<file path="config.mk">
export PLATFORM = sky130hd
export DESIGN_NAME = pcr_port_one_ctrl
export DESIGN_NICKNAME = d
export VERILOG_FILES = /design/src/pcr_pkg.sv /design/src/pcr_store_if.sv /design/src/pcr_port_one_ctrl.sv /design/src/pcr_half_store.sv
export VERILOG_INCLUDE_DIRS = /design/src
export SDC_FILE = /design/constraint.sdc
export NUM_CORES = 1
export LEC_CHECK = 0
export BUFFER_PORTS_ARGS = -buffer_cell sky130_fd_sc_hd__buf_2
export CAP_MARGIN = 25
export CELL_PAD_IN_SITES_DETAIL_PLACEMENT = 1
export CELL_PAD_IN_SITES_GLOBAL_PLACEMENT = 2
export CORE_ASPECT_RATIO = 0.7
export CORE_MARGIN = 1
export CORE_UTILIZATION = 25
export CTS_BUF_LIST = sky130_fd_sc_hd__clkbuf_4 sky130_fd_sc_hd__clkbuf_8
export CTS_CLUSTER_SIZE = 40
export DETAILED_ROUTE_END_ITERATION = 8
export HOLD_SLACK_MARGIN = 0.08
export MAX_ROUTING_LAYER = met4
export PLACE_DENSITY = 0.88
export SLEW_MARGIN = 25
export SYNTH_ARGS = -nofsm -noshare
export SYNTH_HDL_FRONTEND = slang
export SYNTH_SLANG_ARGS = --single-unit
</file>
<file path="constraint.sdc">
create_clock -name clk_i -period 0.95 [get_ports clk_i]
set_clock_uncertainty 0.2 [all_clocks]
set_input_delay 0.095 -clock clk_i [delete_from_list [all_inputs] [get_ports clk_i]]
set_output_delay 0.095 -clock clk_i [all_outputs]
set_load 0.01 [all_outputs]
</file>
<file path="src/pcr_map.svh">
`ifndef PCR_MAP_SVH
`define PCR_MAP_SVH

// Byte address of the port one control word.
`define PCR_CTRL_OFS        16'h0374

// Field positions inside the 32-bit word.
`define PCR_TRIG_BIT        23
`define PCR_FLAG_BIT        7
`define PCR_PWR_MSB         4
`define PCR_PWR_LSB         3

// Positions of trigger and flag inside their own 16-bit half.
`define PCR_HALF_TRIG_BIT   7
`define PCR_HALF_FLAG_BIT   7

// Reset values of the two stored halves.
`define PCR_RST_HI          16'h0086
`define PCR_RST_LO          16'h0016

// Power field value that switches port power on.
`define PCR_PWR_ON          2'h3

// Word that software writes once after power-on.
`define PCR_INIT_WORD       32'h0080_0018

// Read answer for an address that holds no register.
`define PCR_UNMAPPED_DATA   32'h0000_0000

`endif

</file>
<file path="src/pcr_pkg.sv">
package pcr_pkg;

  // One 16-bit half of the control word.
  typedef logic [15:0] pcr_half_t;

  // The full bus word.
  typedef logic [31:0] pcr_word_t;

  // Register bus address.
  typedef logic [15:0] pcr_addr_t;

  // Progress of the port one initialisation sequence.
  typedef enum logic [0:0] {
    PCR_INIT_PENDING,
    PCR_INIT_DONE
  } pcr_init_e;

endpackage : pcr_pkg

</file>
<file path="src/pcr_store_if.sv">
`timescale 1ns/10ps

// Write port and stored value of one 16-bit half of the control word.
interface pcr_store_if;
  import pcr_pkg::*;

  logic      wr_en;
  pcr_half_t wr_data;
  pcr_half_t q;

  // The control logic drives writes and reads the stored value.
  modport owner (
    output wr_en,
    output wr_data,
    input  q
  );

  // The storage takes writes and presents its value.
  modport store (
    input  wr_en,
    input  wr_data,
    output q
  );

endinterface : pcr_store_if

</file>
<file path="src/pcr_port_one_ctrl.sv">
// Strobed register access is this design's own decision.
`timescale 1ns/10ps
`include "pcr_map.svh"

module pcr_port_one_ctrl (
  // Clock and reset.
  input  wire logic              clk_i,
  input  wire logic              rst_n_i,
  // Register port.
  input  wire pcr_pkg::pcr_addr_t addr_i,
  input  wire pcr_pkg::pcr_word_t wr_data_i,
  input  wire logic              wr_stb_i,
  input  wire logic              rd_stb_i,
  output      pcr_pkg::pcr_word_t rd_data_o,
  // Port one controls.
  output      logic              port_one_power_en_o,
  output      logic              port_one_init_flag_o,
  output      logic              port_one_ready_o
);
  import pcr_pkg::*;

  // Interfaces to the two stored halves.
  pcr_store_if hi_if ();
  pcr_store_if lo_if ();

  // Decode and write shaping.
  logic      sel_ctrl;
  logic      wr_hit;
  logic      rd_hit;
  logic      trig_wr;
  pcr_half_t hi_wr_val;
  pcr_half_t lo_wr_val;

  // Registered outputs and their next values.
  pcr_word_t rd_data_r;
  pcr_word_t rd_data_nxt;
  logic      power_en_r;
  logic      power_en_nxt;
  logic      flag_out_r;
  logic      flag_out_nxt;
  logic      ready_r;
  logic      ready_nxt;

  // Initialisation progress.
  pcr_init_e init_state_r;
  pcr_init_e init_state_nxt;

  // The value that every addressed read shows in both halves.
  pcr_half_t view_half;

  // Address decode of the single control word.
  always_comb begin
    sel_ctrl = (addr_i == `PCR_CTRL_OFS);
    wr_hit   = wr_stb_i && sel_ctrl;
    rd_hit   = rd_stb_i && sel_ctrl;
    trig_wr  = wr_hit && wr_data_i[`PCR_TRIG_BIT];
  end

  // Shape the written word before it reaches storage.
  // The trigger stays set only from reset until the first addressed write, and it overrides any flag value written beside it.
  always_comb begin
    hi_wr_val = wr_data_i[31:16];
    lo_wr_val = wr_data_i[15:0];
    hi_wr_val[`PCR_HALF_TRIG_BIT] = 1'b0;
    if (wr_data_i[`PCR_TRIG_BIT]) begin
      lo_wr_val[`PCR_HALF_FLAG_BIT] = 1'b0;
    end
  end

  // Both halves take a write only when the control word is addressed.
  assign hi_if.wr_en   = wr_hit;
  assign hi_if.wr_data = hi_wr_val;
  assign lo_if.wr_en   = wr_hit;
  assign lo_if.wr_data = lo_wr_val;

  // Upper half: trigger and reserved bits.
  pcr_half_store #(
    .RESET_VAL (`PCR_RST_HI)
  ) u_hi_store (
    .clk_i   (clk_i),
    .rst_n_i (rst_n_i),
    .bus_if  (hi_if.store)
  );

  // Lower half: flag, power field and reserved bits.
  pcr_half_store #(
    .RESET_VAL (`PCR_RST_LO)
  ) u_lo_store (
    .clk_i   (clk_i),
    .rst_n_i (rst_n_i),
    .bus_if  (lo_if.store)
  );

  // The lower half is the visible value; it is mirrored into the upper half on read.
  assign view_half = lo_if.q;

  // Read data for the cycle after the strobe; unmapped reads answer zero.
  always_comb begin
    rd_data_nxt = `PCR_UNMAPPED_DATA;
    if (rd_hit) begin
      rd_data_nxt = {view_half, view_half};
    end
  end

  // Port one control outputs follow the stored lower half and the init state one cycle later.
  // The flag and the ready level drive port one only; no other port sees them.
  always_comb begin
    power_en_nxt = (lo_if.q[`PCR_PWR_MSB:`PCR_PWR_LSB] == `PCR_PWR_ON);
    flag_out_nxt = lo_if.q[`PCR_FLAG_BIT];
    ready_nxt    = (init_state_r == PCR_INIT_DONE) && !lo_if.q[`PCR_FLAG_BIT];
  end

  // Initialisation progress: a trigger write marks the sequence as done.
  always_comb begin
    init_state_nxt = init_state_r;
    case (init_state_r)
      PCR_INIT_PENDING: begin
        if (trig_wr) begin
          init_state_nxt = PCR_INIT_DONE;
        end
      end
      PCR_INIT_DONE: begin
        init_state_nxt = PCR_INIT_DONE;
      end
      default: begin
        init_state_nxt = PCR_INIT_PENDING;
      end
    endcase
  end

  // Output and state registers.
  always_ff @(posedge clk_i or negedge rst_n_i) begin
    if (!rst_n_i) begin
      rd_data_r    <= `PCR_UNMAPPED_DATA;
      power_en_r   <= 1'b0;
      flag_out_r   <= 1'b0;
      ready_r      <= 1'b0;
      init_state_r <= PCR_INIT_PENDING;
    end else begin
      rd_data_r    <= rd_data_nxt;
      power_en_r   <= power_en_nxt;
      flag_out_r   <= flag_out_nxt;
      ready_r      <= ready_nxt;
      init_state_r <= init_state_nxt;
    end
  end

  assign rd_data_o            = rd_data_r;
  assign port_one_power_en_o  = power_en_r;
  assign port_one_init_flag_o = flag_out_r;
  assign port_one_ready_o     = ready_r;
endmodule : pcr_port_one_ctrl

</file>
<file path="src/pcr_half_store.sv">
`timescale 1ns/10ps

module pcr_half_store #(
  parameter pcr_pkg::pcr_half_t RESET_VAL = 16'h0000
) (
  // Clock and reset.
  input  wire logic clk_i,
  input  wire logic rst_n_i,
  // Write port and stored value.
  pcr_store_if.store bus_if
);
  import pcr_pkg::*;

  pcr_half_t q_r;
  pcr_half_t q_nxt;

  // A write replaces the whole half; otherwise the value holds.
  always_comb begin
    q_nxt = q_r;
    if (bus_if.wr_en) begin
      q_nxt = bus_if.wr_data;
    end
  end

  // The stored half starts from its reset value.
  always_ff @(posedge clk_i or negedge rst_n_i) begin
    if (!rst_n_i) begin
      q_r <= RESET_VAL;
    end else begin
      q_r <= q_nxt;
    end
  end

  assign bus_if.q = q_r;

endmodule : pcr_half_store

</file>
==> impl_summary.log <==
INFO  metric route.vias.total = 936
INFO  metric holdBufCountCts = 2
INFO  metric yosys_warnings = 0
INFO  metric grtUsageTotal = 11.3%
INFO  metric grt_pass1_wl = 4.95 mm
INFO  metric p_leak = 0.00120 µW
INFO  metric synth-seq-area-share = 60.7%
INFO  metric final_antenna_net_count = 0
INFO  metric ys_ff_latch = 36
INFO  metric status = finished, violations left
INFO  metric yosys.area.top_type = sky130_fd_sc_hd__dfrtp_1
INFO  metric boundaryPins = 87
INFO  metric powerDensity = 1430 nW/µm²
INFO  metric cell_area_after_technology_mapping = 1490 µm²
INFO  metric avgRoutedWirePerCell = 12.5 µm
INFO  metric drc_errors = 0
INFO  metric post_layout_nonfiller_instances = 243
INFO  metric ys_flop_type = sky130_fd_sc_hd__dfrtp_1
INFO  metric gp_congestion = 0.684
INFO  metric ratio_of_cells_with_drive_above_1_in_the_final_layout = 75.0%
INFO  metric tritoncts_sinks = 36
INFO  metric tritoncts = built
INFO  metric cpPeakStageDelay = 0.30 ns
INFO  metric path_clk_slew = 0.07 ns
INFO  metric chipWidth = 94.3 µm
INFO  metric synth_fp_nets = 150
INFO  metric initialDrtViolationCount = 4
INFO  metric synth_enable_flop_cells = 0
INFO  metric cell_types_occupying_the_most_area_after_synthesis = sky130_fd_sc_hd__dfrtp_1 55%, sky130_fd_sc_hd__mux2_4 9.1%, sky130_fd_sc_hd__buf_4 8.1%, sky130_fd_sc_hd__and2_1 7.1%, sky130_fd_sc_hd__dfstp_2 5.3%
INFO  metric rrSetupSlack = -0.04 ns
INFO  metric h-tree-depth = 2
INFO  metric buffer_ports.inserted = 71
INFO  metric fin_crit_sh = 137%
INFO  metric synth_area_per_cell = 15.2 µm²
INFO  metric crit_path_cell_trace = buf_6 > nand4b_4 > nor4_4 > nand4_4 > buf_12 > mux2_4
INFO  metric antenna_diode_instance_count = 0
INFO  metric hold_violations = 16
INFO  metric worst_path_dominant_cell_family = simple AND/OR/NAND/NOR gates
INFO  metric clk_root_buffer_cell = sky130_fd_sc_hd__clkbuf_8
INFO  metric avgViaCountPerCell = 3.85
INFO  metric pin_count_of_the_biggest_net_entering_global_routing = 22
INFO  metric arrival = 1.27 ns
INFO  metric rows = 23
INFO  metric placed_cells_incl_taps = 232
INFO  metric route.final.wire_length = 3.04 mm
INFO  metric cts_made_buffers = 5
INFO  metric layout-area-overhead-vs-synth = 41.4%
INFO  metric irDropWorstVdd = 0.000488 V
INFO  metric period_needed = 1.30 ns
INFO  metric max-slew-margin-rel = 79.9%
INFO  metric global_route_congestion_overflow_total = 0
INFO  metric worstSetupPathType = primary input to flop
INFO  metric timing.final.max_slew_violations = 0
INFO  metric initial_utilization = 26.0%
INFO  metric grt_antenna_before_repair = 0
INFO  metric dp_slack = -0.665 ns
INFO  metric timing.critical_path.fanout_max = 17
INFO  metric timing.hold.worst.class = primary input to flop
INFO  metric clock.fmax = 0.768 GHz
INFO  metric die_height = 66.6 µm
INFO  metric transition_time_at_the_pin_with_the_least_slew_margin = 0.299 ns
INFO  metric synth_cell_type_count = 18
INFO  metric synth_most_common_cell = sky130_fd_sc_hd__dfrtp_1
INFO  metric place_hpwl = 2.40 mm
INFO  metric violations = hold timing, setup timing
INFO  metric timing.hold.ws = -0.160 ns
INFO  metric area_fraction_of_the_dominant_cell_type_after_synthesis = 55.4%
INFO  metric grt_pass1_vias = 1047
INFO  metric cp.required = 0.92 ns
INFO  metric clock_buffer_depth = 2
INFO  metric critical_path.slowest_cell = sky130_fd_sc_hd__nor4_4
INFO  metric nets = 219
INFO  metric grt_setup_unrepaired = yes
INFO  metric setup.worst_path.end_class = flop
INFO  metric clock_insertion_delay_worst_skew = 0.28 ns
INFO  metric total_power = 3010 µW
INFO  metric core-area = 5730 µm²
INFO  metric cp.buffers_inverters = 2
INFO  metric design.die.area = 6280 µm²
INFO  metric synth_top_cells_by_count = 33 x sky130_fd_sc_hd__dfrtp_1, 17 x sky130_fd_sc_hd__and2_1, 16 x sky130_fd_sc_hd__buf_4
INFO  metric nFillCells = 621
INFO  metric layout_setup_ws = -0.352 ns
INFO  metric setup_viol = 68
INFO  metric worstSetupStartpointType = primary input
INFO  metric post_synth_inst_count = 98
INFO  metric first_pass_iters = 4
INFO  metric timing.max_cap.violations = 0
INFO  metric asyncSetResetFlopFracSynth = 100%
## sequential cells by signal, indices dropped and copies added (netlist names)
signal	cells
port_one_ready_o	1
port_one_power_en_o	1
rd_data_o	16
u_lo_store.bus_if.q	16
init_state_r	1
port_one_init_flag_o	1
## final cells by class
cell class	count	area (µm²)	share of cell area (%)
Multi-Input combinational cell	43	487	23.1
Sequential cell	36	905	42.9
Timing Repair Buffer	80	509	24.1
Tap cell	75	93.8	4.45
Inverter	1	3.75	0.178
Clock inverter	2	35.0	1.66
Clock buffer	6	76.3	3.62
## path summary, 6_finish.rpt
path,start,end,cells after the start
worst max-delay path,addr_i[7],u_lo_store.bus_if.q[13],6
worst max register to register,u_lo_store.bus_if.q[7],u_lo_store.bus_if.q[7],1
worst min-delay path,wr_data_i[10],u_lo_store.bus_if.q[10],2
worst min register to register,u_lo_store.bus_if.q[7],port_one_init_flag_o,0
min in group asynchronous,rst_n_i,u_lo_store.bus_if.q[3],2
max in group asynchronous,rst_n_i,u_lo_store.bus_if.q[8],3
## metal layers
layer | share of wire [%] | track usage, %
met5 | 0 | -
met4 | 1.3 | 5.19
met3 | 6.1 | 3.20
met2 | 56 | 20.3
met1 | 37 | 11.5
## cell families (layout without fill, tap and decap cells)
kind of cell / count (synthesis) / in the layout / synth area share [%]
flip-flops: 36 / 36 / 60.7
multiplexers: 16 / 16 / 14.3
AO/OA/AOI/OAI: 1 / 1 / 0.504
AND/OR/NAND/NOR: 26 / 26 / 15.1
buffers and inverters: 19 / 89 / 9.40
## cells in the final DEF, fill, tap and decap left out, types with 3 or more instances in the layout
master	Yosys	layout
sky130_fd_sc_hd__dfstp_2	3	3
sky130_fd_sc_hd__mux2_2	7	7
sky130_fd_sc_hd__buf_12	0	4
sky130_fd_sc_hd__buf_2	0	66
sky130_fd_sc_hd__buf_6	1	5
sky130_fd_sc_hd__mux2_4	9	9
sky130_fd_sc_hd__clkbuf_8	0	5
sky130_fd_sc_hd__buf_4	16	3
sky130_fd_sc_hd__and2_4	0	15
sky130_fd_sc_hd__dfrtp_1	33	33
## power breakdown
group          switching (µW)  leakage (µW)  internal, µW
Sequential              0.156      0.000492          1530
Clock                     515     0.0000586           807
Combinational            69.8      0.000651          83.0
## repair_timing
item	4_1_cts	5_1_grt
endpoints found under the hold margin	53	22
resized for setup	4	18
buffers inserted	2	0
setup endpoints to repair	68	68
pin swaps	1	12
cloned	1	0
## per-stage QoR
step	setup TNS, ns	utilization [%]	area [µm²]	hold slack, ns
2_1_floorplan	-13.60	-	1490	-0.401
3_3_place_gp	-17.73	32.9	1890	-0.209
3_5_place_dp	-19.69	32.9	1890	-0.208
4_1_cts	-16.07	36.6	2100	-0.165
5_1_grt	-17.14	36.8	2110	-0.166
6_report	-14.20	36.8	2110	-0.160
Note: power is estimated with default switching activity, not from simulation.
